--- src/rtl/ucal_defines.svh ---
// Purpose: Offsets, field positions, reset values and timing counts of the calibration engine
// Assumes: Avalon-MM word addressing with 32-bit data
// Notes:   Included by its bare name
`ifndef UCAL_DEFINES_SVH
`define UCAL_DEFINES_SVH

`define UCAL_NUM_CH        8
`define UCAL_CODE_W        12
`define UCAL_ADDR_W        6
// Word index = group * 8 + channel; group in address bits 5:3
`define UCAL_GRP_CFG       3'h0
`define UCAL_GRP_INPUT     3'h1
`define UCAL_GRP_GAIN      3'h2
`define UCAL_GRP_ZERO      3'h3
`define UCAL_GRP_DATA      3'h4
`define UCAL_GRP_LATCH     3'h5
`define UCAL_CFG_IDX_CTRL  3'h0
`define UCAL_CFG_IDX_STAT  3'h1
`define UCAL_CTRL_ENA_BIT  0
`define UCAL_CTRL_LOAD_BIT 1
`define UCAL_GAIN_RST      12'h800
`define UCAL_ZERO_RST      12'h000
`define UCAL_INPUT_RST     12'h000
`define UCAL_GAIN_BIAS     13'h0800
`define UCAL_PROD_SHIFT    12
`define UCAL_CODE_MAX      15'h0FFF
`define UCAL_MUL_CYCLES    2
`define UCAL_UNMAPPED_RD   32'h00000000

`endif

--- src/rtl/ucal_pkg.sv ---
// Purpose: Types shared by the calibration engine files
// Assumes: Constants come from ucal_defines.svh
// Notes:   Nothing here is imported; use ucal_pkg::name
package ucal_pkg;

	typedef enum logic [1:0] {
		UCAL_IDLE,
		UCAL_MUL,
		UCAL_STORE
	} ucal_state_t;

	typedef struct packed {
		logic        valid;
		logic [2:0]  chan;
		logic [11:0] code;
	} ucal_store_t;

endpackage

--- src/rtl/ucal_engine.sv ---
// Purpose: Eight-channel gain and zero user calibration with one shared engine
// Assumes: Avalon-MM slave, synchronous active-high reset, 40 MHz clock
// Notes:   Latch load is a control bit that copies all data registers to the latches
//
// Behaviour
// - Each of eight channels owns its own gain and zero correction code.
// - Enabled correction multiplies input by gain code and adds zero code.
// - Corrected result goes to the data register, later moved into the latch.
// - With correction on, writing input, gain or zero reruns correction for that channel.
// - Gain coefficient spans one half to one and a half.
// - Zero offset is signed, minus 2048 to plus 2047 codes.
// - One correction engine serves all eight channels.
// - Enable bit set corrects; cleared passes input straight to data register.
// - With correction off, gain or zero writes only store, no calculation.
// - With correction off, gain and zero reads return last written values.
// - Channels 0-3 form group A, channels 4-7 form group B.
// - The 12-bit latch code selects the resistor-string tap of its channel.
// - Reset: gain 2048, zero 0, input 0.
// - Gain is straight binary, zero is twos complement, whatever the data format.
// - Reads return data in the format they were written.
//
// The register addresses and register access over Avalon-MM were left to the implementer.
`include "ucal_defines.svh"

module ucal_engine (
	input  wire logic        ref_clk_i,
	input  wire logic        rst_i,
	input  wire logic [5:0]  avs_address,
	input  wire logic        avs_read,
	input  wire logic        avs_write,
	input  wire logic [31:0] avs_writedata,
	input  wire logic [3:0]  avs_byteenable,
	output logic      [31:0] avs_readdata,
	output logic             avs_waitrequest,
	output logic      [11:0] latch_code_o [`UCAL_NUM_CH],
	output logic      [3:0]  group_a_busy_o,
	output logic      [3:0]  group_b_busy_o
);

	// Bus decode
	wire [2:0]  bus_grp     = avs_address[5:3];
	wire [2:0]  bus_ch      = avs_address[2:0];
	wire        lane_ok     = avs_byteenable[0] && avs_byteenable[1];
	wire [11:0] wr_code     = avs_writedata[11:0];
	wire        wr_input    = avs_write && !avs_waitrequest && lane_ok && bus_grp == `UCAL_GRP_INPUT;
	wire        wr_gain     = avs_write && !avs_waitrequest && lane_ok && bus_grp == `UCAL_GRP_GAIN;
	wire        wr_zero     = avs_write && !avs_waitrequest && lane_ok && bus_grp == `UCAL_GRP_ZERO;
	wire        wr_ctrl     = avs_write && !avs_waitrequest && avs_byteenable[0]
	                          && bus_grp == `UCAL_GRP_CFG && bus_ch == `UCAL_CFG_IDX_CTRL;

	logic        ena_reg;
	logic        rd_pend_reg;
	logic [5:0]  rd_addr_reg;
	logic [7:0]  pend_reg;
	logic [7:0]  pend_next;
	logic [2:0]  cur_ch_reg;
	logic [25:0] prod_reg;
	logic [11:0] data_reg  [`UCAL_NUM_CH];
	logic [11:0] latch_reg [`UCAL_NUM_CH];
	logic [11:0] in_all    [`UCAL_NUM_CH];
	logic [11:0] gain_all  [`UCAL_NUM_CH];
	logic [11:0] zero_all  [`UCAL_NUM_CH];
	logic [11:0] in_rd;
	logic [11:0] gain_rd;
	logic [11:0] zero_rd;
	ucal_pkg::ucal_state_t state_reg;
	ucal_pkg::ucal_state_t state_next;
	ucal_pkg::ucal_store_t store;

	// One store per field; no format conversion so reads match writes
	ucal_reg_mem #(.RST_VAL(`UCAL_INPUT_RST)) u_input (
		.ref_clk_i (ref_clk_i),
		.rst_i     (rst_i),
		.wr_en_i   (wr_input),
		.wr_addr_i (bus_ch),
		.wr_data_i (wr_code),
		.rd_addr_i (bus_ch),
		.rd_data_o (in_rd),
		.all_data_o(in_all)
	);
	ucal_reg_mem #(.RST_VAL(`UCAL_GAIN_RST)) u_gain (
		.ref_clk_i (ref_clk_i),
		.rst_i     (rst_i),
		.wr_en_i   (wr_gain),
		.wr_addr_i (bus_ch),
		.wr_data_i (wr_code),
		.rd_addr_i (bus_ch),
		.rd_data_o (gain_rd),
		.all_data_o(gain_all)
	);
	ucal_reg_mem #(.RST_VAL(`UCAL_ZERO_RST)) u_zero (
		.ref_clk_i (ref_clk_i),
		.rst_i     (rst_i),
		.wr_en_i   (wr_zero),
		.wr_addr_i (bus_ch),
		.wr_data_i (wr_code),
		.rd_addr_i (bus_ch),
		.rd_data_o (zero_rd),
		.all_data_o(zero_all)
	);

	// Reads wait one cycle so the memory's registered output is ready
	assign avs_waitrequest = avs_read && !rd_pend_reg;

	always_ff @(posedge ref_clk_i) begin
		if (rst_i) begin
			rd_pend_reg <= 1'b0;
			rd_addr_reg <= 6'h00;
		end else begin
			rd_pend_reg <= avs_read && !rd_pend_reg;
			rd_addr_reg <= avs_address;
		end
	end

	always_ff @(posedge ref_clk_i) begin
		if (rst_i)
			ena_reg <= 1'b0;
		else if (wr_ctrl)
			ena_reg <= avs_writedata[`UCAL_CTRL_ENA_BIT];
	end

	// Correction requests: a bit per channel, so repeats merge and none is lost while enable stays set
	wire ena_write  = wr_input || ((wr_gain || wr_zero) && ena_reg);
	wire [7:0] req_set = ena_reg && ena_write ? 8'h01 << bus_ch : 8'h00;
	wire start      = state_reg == ucal_pkg::UCAL_IDLE && |pend_reg;
	logic [2:0] pick_ch;

	always_comb begin
		pick_ch = 3'h0;
		for (int i = `UCAL_NUM_CH - 1; i >= 0; i--) begin
			if (pend_reg[i])
				pick_ch = 3'(i);
		end
	end

	always_comb begin
		pend_next = pend_reg;
		if (start)
			pend_next[pick_ch] = 1'b0;
		pend_next = pend_next | req_set;
		if (!ena_reg)
			pend_next = 8'h00;
	end

	// Shared engine: multiply, then add and saturate
	wire [12:0] gain_eff = {1'b0, gain_all[cur_ch_reg]} + `UCAL_GAIN_BIAS;
	wire [14:0] scaled   = {1'b0, prod_reg[25:`UCAL_PROD_SHIFT]};
	wire [14:0] zero_sx  = {{3{zero_all[cur_ch_reg][11]}}, zero_all[cur_ch_reg]};
	wire [14:0] sum      = scaled + zero_sx;
	wire [11:0] sat_code = sum[14] ? 12'h000 :
	                       (sum > `UCAL_CODE_MAX) ? 12'hFFF : sum[11:0];

	always_comb begin
		state_next = state_reg;
		unique case (state_reg)
			ucal_pkg::UCAL_IDLE:  if (start) state_next = ucal_pkg::UCAL_MUL;
			ucal_pkg::UCAL_MUL:   state_next = ucal_pkg::UCAL_STORE;
			ucal_pkg::UCAL_STORE: state_next = ucal_pkg::UCAL_IDLE;
		endcase
	end

	always_ff @(posedge ref_clk_i) begin
		if (rst_i) begin
			state_reg  <= ucal_pkg::UCAL_IDLE;
			pend_reg   <= 8'h00;
			cur_ch_reg <= 3'h0;
			prod_reg   <= 26'h0000000;
		end else begin
			state_reg <= state_next;
			pend_reg  <= pend_next;
			if (start)
				cur_ch_reg <= pick_ch;
			if (state_reg == ucal_pkg::UCAL_MUL)
				prod_reg <= 26'(in_all[cur_ch_reg] * gain_eff);
		end
	end

	// Bypass write beats a result of a stale calculation on the same channel
	always_comb begin
		store = '0;
		if (!ena_reg && wr_input) begin
			store.valid = 1'b1;
			store.chan  = bus_ch;
			store.code  = wr_code;
		end else if (ena_reg && state_reg == ucal_pkg::UCAL_STORE) begin
			store.valid = 1'b1;
			store.chan  = cur_ch_reg;
			store.code  = sat_code;
		end
	end

	wire load_all = wr_ctrl && avs_writedata[`UCAL_CTRL_LOAD_BIT];

	genvar g;
	generate
		for (g = 0; g < `UCAL_NUM_CH; g++) begin : g_ch
			always_ff @(posedge ref_clk_i) begin
				if (rst_i) begin
					data_reg[g]  <= `UCAL_INPUT_RST;
					latch_reg[g] <= `UCAL_INPUT_RST;
				end else begin
					if (store.valid && store.chan == 3'(g))
						data_reg[g] <= store.code;
					if (load_all)
						latch_reg[g] <= data_reg[g];
				end
			end
			assign latch_code_o[g] = latch_reg[g];
		end
	endgenerate

	// Group membership shows in per-group pending status
	assign group_a_busy_o = pend_reg[3:0];
	assign group_b_busy_o = pend_reg[7:4];

	wire [2:0]  rd_grp = rd_addr_reg[5:3];
	wire [2:0]  rd_ch  = rd_addr_reg[2:0];
	wire [31:0] cfg_rd = rd_ch == `UCAL_CFG_IDX_CTRL ? {31'h0, ena_reg} :
	                     rd_ch == `UCAL_CFG_IDX_STAT ?
	                     {23'h0, state_reg != ucal_pkg::UCAL_IDLE, pend_reg} : `UCAL_UNMAPPED_RD;

	always_comb begin
		unique case (rd_grp)
			`UCAL_GRP_CFG:   avs_readdata = cfg_rd;
			`UCAL_GRP_INPUT: avs_readdata = {20'h0, in_rd};
			`UCAL_GRP_GAIN:  avs_readdata = {20'h0, gain_rd};
			`UCAL_GRP_ZERO:  avs_readdata = {20'h0, zero_rd};
			`UCAL_GRP_DATA:  avs_readdata = {20'h0, data_reg[rd_ch]};
			`UCAL_GRP_LATCH: avs_readdata = {20'h0, latch_reg[rd_ch]};
			default:         avs_readdata = `UCAL_UNMAPPED_RD;
		endcase
	end

	// Checks
	a_bypass_pass: assert property (@(posedge ref_clk_i) disable iff (rst_i)
		(!ena_reg && wr_input) |=> data_reg[$past(bus_ch)] == $past(wr_code))
		else $error("bypass write did not reach data register");
	a_no_calc_off: assert property (@(posedge ref_clk_i) disable iff (rst_i)
		(!ena_reg && (wr_gain || wr_zero)) |=> pend_reg == 8'h00)
		else $error("calculation queued while correction off");
	a_write_queues: assert property (@(posedge ref_clk_i) disable iff (rst_i)
		(ena_reg && ena_write) |=> pend_reg[$past(bus_ch)] || state_reg != ucal_pkg::UCAL_IDLE)
		else $error("enabled write did not queue correction");
	a_engine_seq: assert property (@(posedge ref_clk_i) disable iff (rst_i)
		start |=> state_reg == ucal_pkg::UCAL_MUL ##1 state_reg == ucal_pkg::UCAL_STORE)
		else $error("engine sequence broken");
	a_store_value: assert property (@(posedge ref_clk_i) disable iff (rst_i)
		(ena_reg && state_reg == ucal_pkg::UCAL_STORE && !wr_input) |=> data_reg[$past(cur_ch_reg)] == $past(sat_code))
		else $error("corrected code not stored");
	a_pend_served: assert property (@(posedge ref_clk_i) disable iff (rst_i)
		(ena_reg && pend_reg != 8'h00 && state_reg == ucal_pkg::UCAL_IDLE) |=> state_reg == ucal_pkg::UCAL_MUL || !ena_reg)
		else $error("pending request not started");
	a_sat_range: assert property (@(posedge ref_clk_i) disable iff (rst_i)
		(sum[14]) |-> sat_code == 12'h000)
		else $error("negative result not clamped");
	a_latch_load: assert property (@(posedge ref_clk_i) disable iff (rst_i)
		load_all |=> latch_reg[0] == $past(data_reg[0]) && latch_reg[7] == $past(data_reg[7]))
		else $error("latch load failed");
	a_read_wait: assert property (@(posedge ref_clk_i) disable iff (rst_i)
		(avs_read && avs_waitrequest) |=> !avs_waitrequest)
		else $error("read held off more than one cycle");

	c_bypass: cover property (@(posedge ref_clk_i) disable iff (rst_i) !ena_reg && wr_input);
	c_calc:   cover property (@(posedge ref_clk_i) disable iff (rst_i) ena_reg && state_reg == ucal_pkg::UCAL_STORE);
	c_queue:  cover property (@(posedge ref_clk_i) disable iff (rst_i) $countones(pend_reg) > 1);
	c_load:   cover property (@(posedge ref_clk_i) disable iff (rst_i) load_all);

endmodule

--- src/rtl/ucal_reg_mem.sv ---
// Purpose: Eight-entry, 12-bit register store with registered read port
// Assumes: One synchronous write port and one synchronous read port, plus an unregistered output of every entry
// Notes:   Reset loads every entry with RST_VAL
`include "ucal_defines.svh"

module ucal_reg_mem #(
	parameter logic [11:0] RST_VAL = 12'h000
) (
	input  wire logic        ref_clk_i,
	input  wire logic        rst_i,
	input  wire logic        wr_en_i,
	input  wire logic [2:0]  wr_addr_i,
	input  wire logic [11:0] wr_data_i,
	input  wire logic [2:0]  rd_addr_i,
	output logic      [11:0] rd_data_o,
	output logic      [11:0] all_data_o [`UCAL_NUM_CH]
);

	logic [11:0] mem_reg [`UCAL_NUM_CH];

	genvar g;
	generate
		for (g = 0; g < `UCAL_NUM_CH; g++) begin : g_ent
			always_ff @(posedge ref_clk_i) begin
				if (rst_i)
					mem_reg[g] <= RST_VAL;
				else if (wr_en_i && wr_addr_i == 3'(g))
					mem_reg[g] <= wr_data_i;
			end
			assign all_data_o[g] = mem_reg[g];
		end
	endgenerate

	always_ff @(posedge ref_clk_i) begin
		if (rst_i)
			rd_data_o <= RST_VAL;
		else
			rd_data_o <= mem_reg[rd_addr_i];
	end

endmodule

--- config.mk ---
export PLATFORM = sky130hd
export DESIGN_NAME = ucal_engine
export DESIGN_NICKNAME = d
export VERILOG_FILES = /design/src/rtl/ucal_pkg.sv /design/src/rtl/ucal_engine.sv /design/src/rtl/ucal_reg_mem.sv
export VERILOG_INCLUDE_DIRS = /design/src /design/src/rtl
export SDC_FILE = /design/constraint.sdc
export NUM_CORES = 1
export LEC_CHECK = 0
export BUFFER_PORTS_ARGS = -buffer_cell sky130_fd_sc_hd__buf_4
export CAP_MARGIN = 0
export CORE_UTILIZATION = 55
export DETAILED_ROUTE_END_ITERATION = 6
export PLACE_DENSITY = 0.76
export SLEW_MARGIN = 0
export SYNTH_ARGS = -nofsm -noshare
export SYNTH_HDL_FRONTEND = slang
export SYNTH_SLANG_ARGS = --single-unit
--- constraint.sdc ---
create_clock -name ref_clk_i -period 9.8 [get_ports ref_clk_i]
set_input_delay 1.47 -clock ref_clk_i [delete_from_list [all_inputs] [get_ports ref_clk_i]]
set_output_delay 1.47 -clock ref_clk_i [all_outputs]
set_load 0.03 [all_outputs]
# After elaboration in Yosys (flattened, before gate mapping)
# Memory sizes are Yosys's and may differ from the RTL's. A register that Yosys moved wholly into a read port is not among the register bits.
# Index checks and enable logic that the tools add are counted.
dict set report totals {
  ff_bits 46
  latchBits 0
  mem_bits_rw 480
  mem_bits_ro 0
  out_inout_bits 137
  wordCells 327
  memories 5
}
dict set report classes {
  addsub 2
  n_mul 1
  n_div 0
  magnitude_cmp 4
  eq_ne 26
  n_shift 1
  mux 173
  bitwise 45
  reduce_logical 63
}
# memory words word_bits rd rd_clocked_by_memory_dff write_ports line
set mem_list {}
lappend mem_list {data_reg 8 12 9 1 8 ucal_engine.sv:58} ;# logic [11:0] data_reg [`UCAL_NUM_CH];
lappend mem_list {latch_reg 8 12 9 1 8 ucal_engine.sv:59} ;# logic [11:0] latch_reg [`UCAL_NUM_CH];
lappend mem_list {u_gain.mem_reg 8 12 9 1 8 ucal_reg_mem.sv:19} ;# logic [11:0] mem_reg [`UCAL_NUM_CH];
lappend mem_list {u_input.mem_reg 8 12 9 1 8 ucal_reg_mem.sv:19}
lappend mem_list {u_zero.mem_reg 8 12 9 1 8 ucal_reg_mem.sv:19}
# cell count
set op_table {}
lappend op_table {{12-bit two-way mux} 48}
lappend op_table {{12-bit binary-select mux with 3-bit select} 3}
lappend op_table {{1-bit two-way mux} 102}
lappend op_table {{12-bit case mux with 6 select lines} 1}
lappend op_table {{1-bit logical AND} 49}
lappend op_table {{1-bit OR} 40}
lappend op_table {{16-bit two-way mux} 2}
lappend op_table {{3-bit equality test, second input constant} 10}
lappend op_table {{3-bit two-way mux} 10}
lappend op_table {{12-bit by 13-bit multiplier with 25-bit output} 1}
lappend op_table {{3-bit by 2-bit equality test with 1-bit output, second input constant} 8}
lappend op_table {{9-bit two-way mux} 2}
lappend op_table {{8-bit two-way mux} 2}
lappend op_table {{14-bit by 12-bit adder with 15-bit output} 1}
lappend op_table {{3-bit by 1-bit equality test with 1-bit output, second input constant} 5}
lappend op_table {{15-bit by 12-bit greater-than comparator with 1-bit output, second input constant} 1}
lappend op_table {{3-bit zero test} 5}
lappend op_table {{12-bit by 12-bit adder with 13-bit output, second input constant} 1}
lappend op_table {{8-bit bitwise AND} 1}
lappend op_table {{8-bit NOT} 1}
lappend op_table {{8-bit OR} 1}
lappend op_table {{8-bit OR reduction} 1}
lappend op_table {{1-bit by 3-bit << shifter with 8-bit output, first input constant} 1}
lappend op_table {{2-bit case mux with 3 select lines} 1}
lappend op_table {{15 further kinds} 18}

# Longest topological paths before layout
dict set report logic_depth {
  ltp_word 16
  mapped_depth 28
  ltp_nobuf 25
}

# Cells and area by module
# From an unflattened synthesis, not the netlist that was laid out.
dict set report unflattened {
  cells_unflattened 2450
  hier_area_um2 32284.7
}
# mod n_inst cells_each area_per_inst_um2 seq_area_each_um2
set by_module_without_submodules {}
lappend by_module_without_submodules {ucal_engine 1 1561 18152.4 6446.2}
lappend by_module_without_submodules {{ucal_reg_mem at u_input ...} 2 292 4669.5 3123.0}
lappend by_module_without_submodules {{ucal_reg_mem at u_gain} 1 305 4793.3 3123.0}

# Worst setup path after synthesis
# OpenSTA, ideal clock, no wires.
dict set report synth_path {
  kind {flip-flop to flip-flop}
  startpoint {register cur_ch_reg[0]}
  endpoint {register prod_reg[24]}
  setup_ns 0.144
  arrival_ns 6.803
  required_ns 9.656
  setup_slack_ns 2.852
  path_stages_with_launch 27
  path_buffers 3
  synth_period_minus_slack_ns 6.948
  path_cell_list {dfxtp_1 > buf_6 > buf_2 > buf_1 > mux4_2 > mux2_2 > and2_1 > fa_1 > inv_1 > fa_1 > inv_1 > fa_1 > fa_1 > inv_1 > fa_1 > inv_1 > ha_1 > a21o_1 > a21o_1 > a21oi_1 > o21ai_0 > or3_1 > a31oi_1 > o41ai_1 > nand2_1 > mux2i_1 > o311ai_0}
}
dict set report synth_between {
  elab_chain_cells 6
}
# element line
set synth_rtl {}
lappend synth_rtl {{start: declaration} ucal_engine.sv:56} ;# logic [2:0] cur_ch_reg;
lappend synth_rtl {{start signal: assignment} ucal_engine.sv:172} ;# cur_ch_reg <= pick_ch;
lappend synth_rtl {{3-bit NOT with 4-bit output (not written as such) (*)} {ucal_engine.sv:146, ucal_engine.sv:174}}
lappend synth_rtl {{12-bit binary-select mux with 3-bit select} ucal_engine.sv:146} ;# wire [12:0] gain_eff = {1'b0, gain_all[cur_ch_reg]} + `UCAL_GAIN_BIAS;
lappend synth_rtl {{12-bit two-way mux (not written as such) (2 in series)} ucal_engine.sv:146}
lappend synth_rtl {{12-bit by 12-bit adder with 13-bit output (no line)} -}
lappend synth_rtl {{12-bit by 13-bit multiplier with 25-bit output (*)} ucal_engine.sv:174} ;# prod_reg <= 26'(in_all[cur_ch_reg] * gain_eff);
lappend synth_rtl {{end signal: assignment} ucal_engine.sv:174}
lappend synth_rtl {{end: declaration} ucal_engine.sv:57} ;# logic [25:0] prod_reg;
# Every way passes the cells marked *; elsewhere a longest branch is shown, timed or not. The select of a mux whose other input is x is not followed.
# A chain may end at the register's enable or synchronous reset.

# Worst setup path in the final report
dict set report layout_path {
  startpoint {register cur_ch_reg[0]}
  endpoint {register prod_reg[17]}
}
# Same word-level chain as after synthesis.

==> flow_summary.json <==
{
  "status": "finished clean",
  "wl_um": 85800,
  "endpoint_kind": "flop",
  "drt_first_pass_iters": 6,
  "clk_path_buf_depth": 3,
  "fillers": 4318,
  "ys_seq_area_share_pct": 49.2,
  "min_path_type": "reg -> reg",
  "clkTransAtPathRegs_ns": 0.06,
  "synth_area_sq_um": 32100,
  "r2r_end": "prod_reg[17]",
  "crit_family": "adder cells",
  "cpPeakStageDelay_ns": 0.97,
  "post_layout_nonfiller_instances": 3354,
  "clock.fmax_mhz": 131,
  "holdWs_ns": 0.507,
  "syn_to_final_growth_pct": 9.90,
  "synth_edf_count": 480,
  "critPathBufInv": 4,
  "grt.total_usage_pct": 29.0,
  "start_kind": "flop",
  "cts_tree": "yes",
  "rr_worst_depth": 22,
  "wl_per_cell_um": 25.6,
  "synthCells": 2499,
  "htreeDepth": 2,
  "cts_resized": 0,
  "die_w_um": 244,
  "clkLatencyLatePin_ns": 0.63,
  "crit_fanout": 48,
  "critPathRequiredTime_ns": 10.28,
  "overflow": 0,
  "hold_depth": 2,
  "min_period_ns": 7.64,
  "cts_made_buffers": 54,
  "mostFrequentLayoutCells": "edfxtp_1, and2_1, nor2_1",
  "synth.top_cell.area_share_pct": 44.8,
  "hp-start": "state_reg[1]",
  "start_util_pct": 55.7,
  "path_class": "reg -> reg",
  "r2r_setup_slack_ns": 2.16,
  "holdBufCountCts": 0,
  "timing.rr.start": "cur_ch_reg[0]",
  "cts_setup_buffers": 0,
  "pre_cts_ws_ns": 2.36,
  "place_hpwl_um": 58000,
  "root_buffer": "clkbuf_16",
  "yosysTopAreaCell": "edfxtp_1",
  "grt_max_degree": 97,
  "ys_warn_count": 0,
  "synth_ff_type": "edfxtp_1",
  "power_density_nw_per_um2": 155,
  "num_vias": 20948,
  "slowest_stage": "dfxtp_4",
  "dieHeight_um": 244,
  "drtIter0Drc": 2291,
  "coreArea_sq_um": 57700,
  "synth-seq-cells": 550,
  "avgSynthCellArea_sq_um": 12.9,
  "worst_slew_pin_slew_ns": 1.24,
  "drv_slew": 0,
  "drv_cap": 0,
  "fin_nets": 2776,
  "numPortBuffers": 140,
  "cts.sinks": 550,
  "rows": 88,
  "crit_top_cell": "fa_1",
  "dp_cells": 3254,
  "grt_pass1_wl_um": 128000,
  "timing.final.ws_setup_ns": 2.16,
  "skew_ns": 0.0326,
  "holdPathEnd": "state_reg[1]",
  "yosysUniqueCellTypes": 64,
  "drive_gt1_share_pct": 19.6,
  "arrival_ns": 8.13,
  "final_hold_viol_count": 0,
  "rsz0062_at_grt": "no",
  "ant_nets": 0,
  "grt_pass1_vias": 21438,
  "crit_chain": "mux4_2, mux2i_1, inv_1, nand2_1, fa_1, fa_1, inv_1, fa_1, fa_1, inv_1, fa_1, inv_1, ha_1, or3_1, o21ai_0, a21oi_1, a31o_2, a21oi_1, o21bai_1, a21oi_1, xor2_1, o21ai_0",
  "async_flop_share_pct": 0,
  "setup-tns-final_ns": 0,
  "finalSetupViolations": 0,
  "avgViaCountPerCell": 6.25,
  "layout_commonest_cell": "edfxtp_1",
  "gp_congestion": 0.915,
  "drc": 0,
  "max_slew_margin_pct": 17.0,
  "finalCritPeriodShare_pct": 78.0,
  "netlist_top_cells_area": "edfxtp_1, mux4_2, and2_1, fa_1, dfxtp_1",
  "die_area_sq_um": 59400,
  "peakVddDrop_uv": 156,
  "io_pins": 183,
  "antenna_found_initial": 1,
  "power_leakage_nw": 13.6
}
## layer usage
metal / vias up / GRT usage, % / share of wire, %
li1: 8968 / - / -
met1: 10563 / 37.5 / 37
met2: 1216 / 48.7 / 49
met3: 201 / 4.69 / 9.4
met4: 0 / 12.4 / 4.3
met5: - / 0 / 0
## through the flow
stage / util [%] / power (W) / cell area [sq um]
3_3_place_gp: 58.3 / 0.00347 / 33700
6_report: 61.2 / 0.00547 / 35300
3_5_place_dp: 58.3 / 0.00350 / 33700
2_1_floorplan: - / 0.00325 / 32200
5_1_grt: 61.2 / 0.00563 / 35300
4_1_cts: 61.2 / 0.00546 / 35300
## logic make-up (layout without fill, tap and decap cells)
group,Yosys count,in the layout,share of synthesized area [%]
AO/OA/AOI/OAI,193,193,4.13
flip-flops,550,550,49.2
multiplexers,320,320,17.7
adder cells (fa/ha/maj),185,185,9.77
AND/OR/NAND/NOR,878,878,14.3
buffers and inverters,350,417,4.36
other,1,24,0.0117
XOR/XNOR,22,22,0.600
## cell type report
class	count	area (sq um)	area share [%]
inverters	154	578	1.64
diodes	2	5.00	0.0142
well taps	765	957	2.71
repair buffers	165	1240	3.51
multi-input cells	1620	15000	42.6
clock inverters	34	255	0.723
flip-flops and latches	550	15800	44.8
clock buffers	64	1410	3.99
## worst reg2reg max path, cell delays in order (launching register included)
cell and delay (ns):
dfxtp_4 0.97, mux4_2 0.81, mux2i_1 0.84, inv_1 0.23, nand2_1 0.14, fa_1 0.44
fa_1 0.50, inv_1 0.05, fa_1 0.40, fa_1 0.52, inv_1 0.05, fa_1 0.51
inv_1 0.06, ha_1 0.33, or3_1 0.31, o21ai_0 0.08, a21oi_1 0.06, a31o_2 0.26
a21oi_1 0.32, o21bai_1 0.16, a21oi_1 0.20, xor2_1 0.18, o21ai_0 0.09
## synthesized netlist by cell type (15+ instances only)
cell type / number
a21o_1: 26
a21oi_1: 42
a22oi_1: 17
and2_1: 404
buf_1: 30
buf_4: 20
clkbuf_1: 141
dfxtp_1: 70
edfxtp_1: 480
fa_1: 110
ha_1: 75
inv_1: 154
mux2_2: 47
mux2i_1: 81
mux4_2: 189
nand2_1: 145
nand2b_1: 15
nor2_1: 206
nor2b_1: 18
nor3_1: 35
o21ai_0: 28
o21bai_1: 16
xor2_1: 15
## how the worst max path moves through the flow
stage	startpoint	to	slack [ns]	cells past startpoint
final	cur_ch_reg[0]	prod_reg[17]	2.16	22
after global routing	cur_ch_reg[0]	prod_reg[17]	1.94	22
after CTS	cur_ch_reg[0]	prod_reg[17]	2.31	22
after detailed placement	cur_ch_reg[0]	prod_reg[17]	2.36	22
after global placement	cur_ch_reg[0]	prod_reg[24]	2.47	22
after floorplan	cur_ch_reg[0]	prod_reg[24]	2.85	26
## power by group
group	switching [W]	internal, W
registers	0.0000579	0.00263
logic	0.000481	0.000293
clock network	0.000902	0.00110
Note: power is estimated with default switching activity, not from simulation.
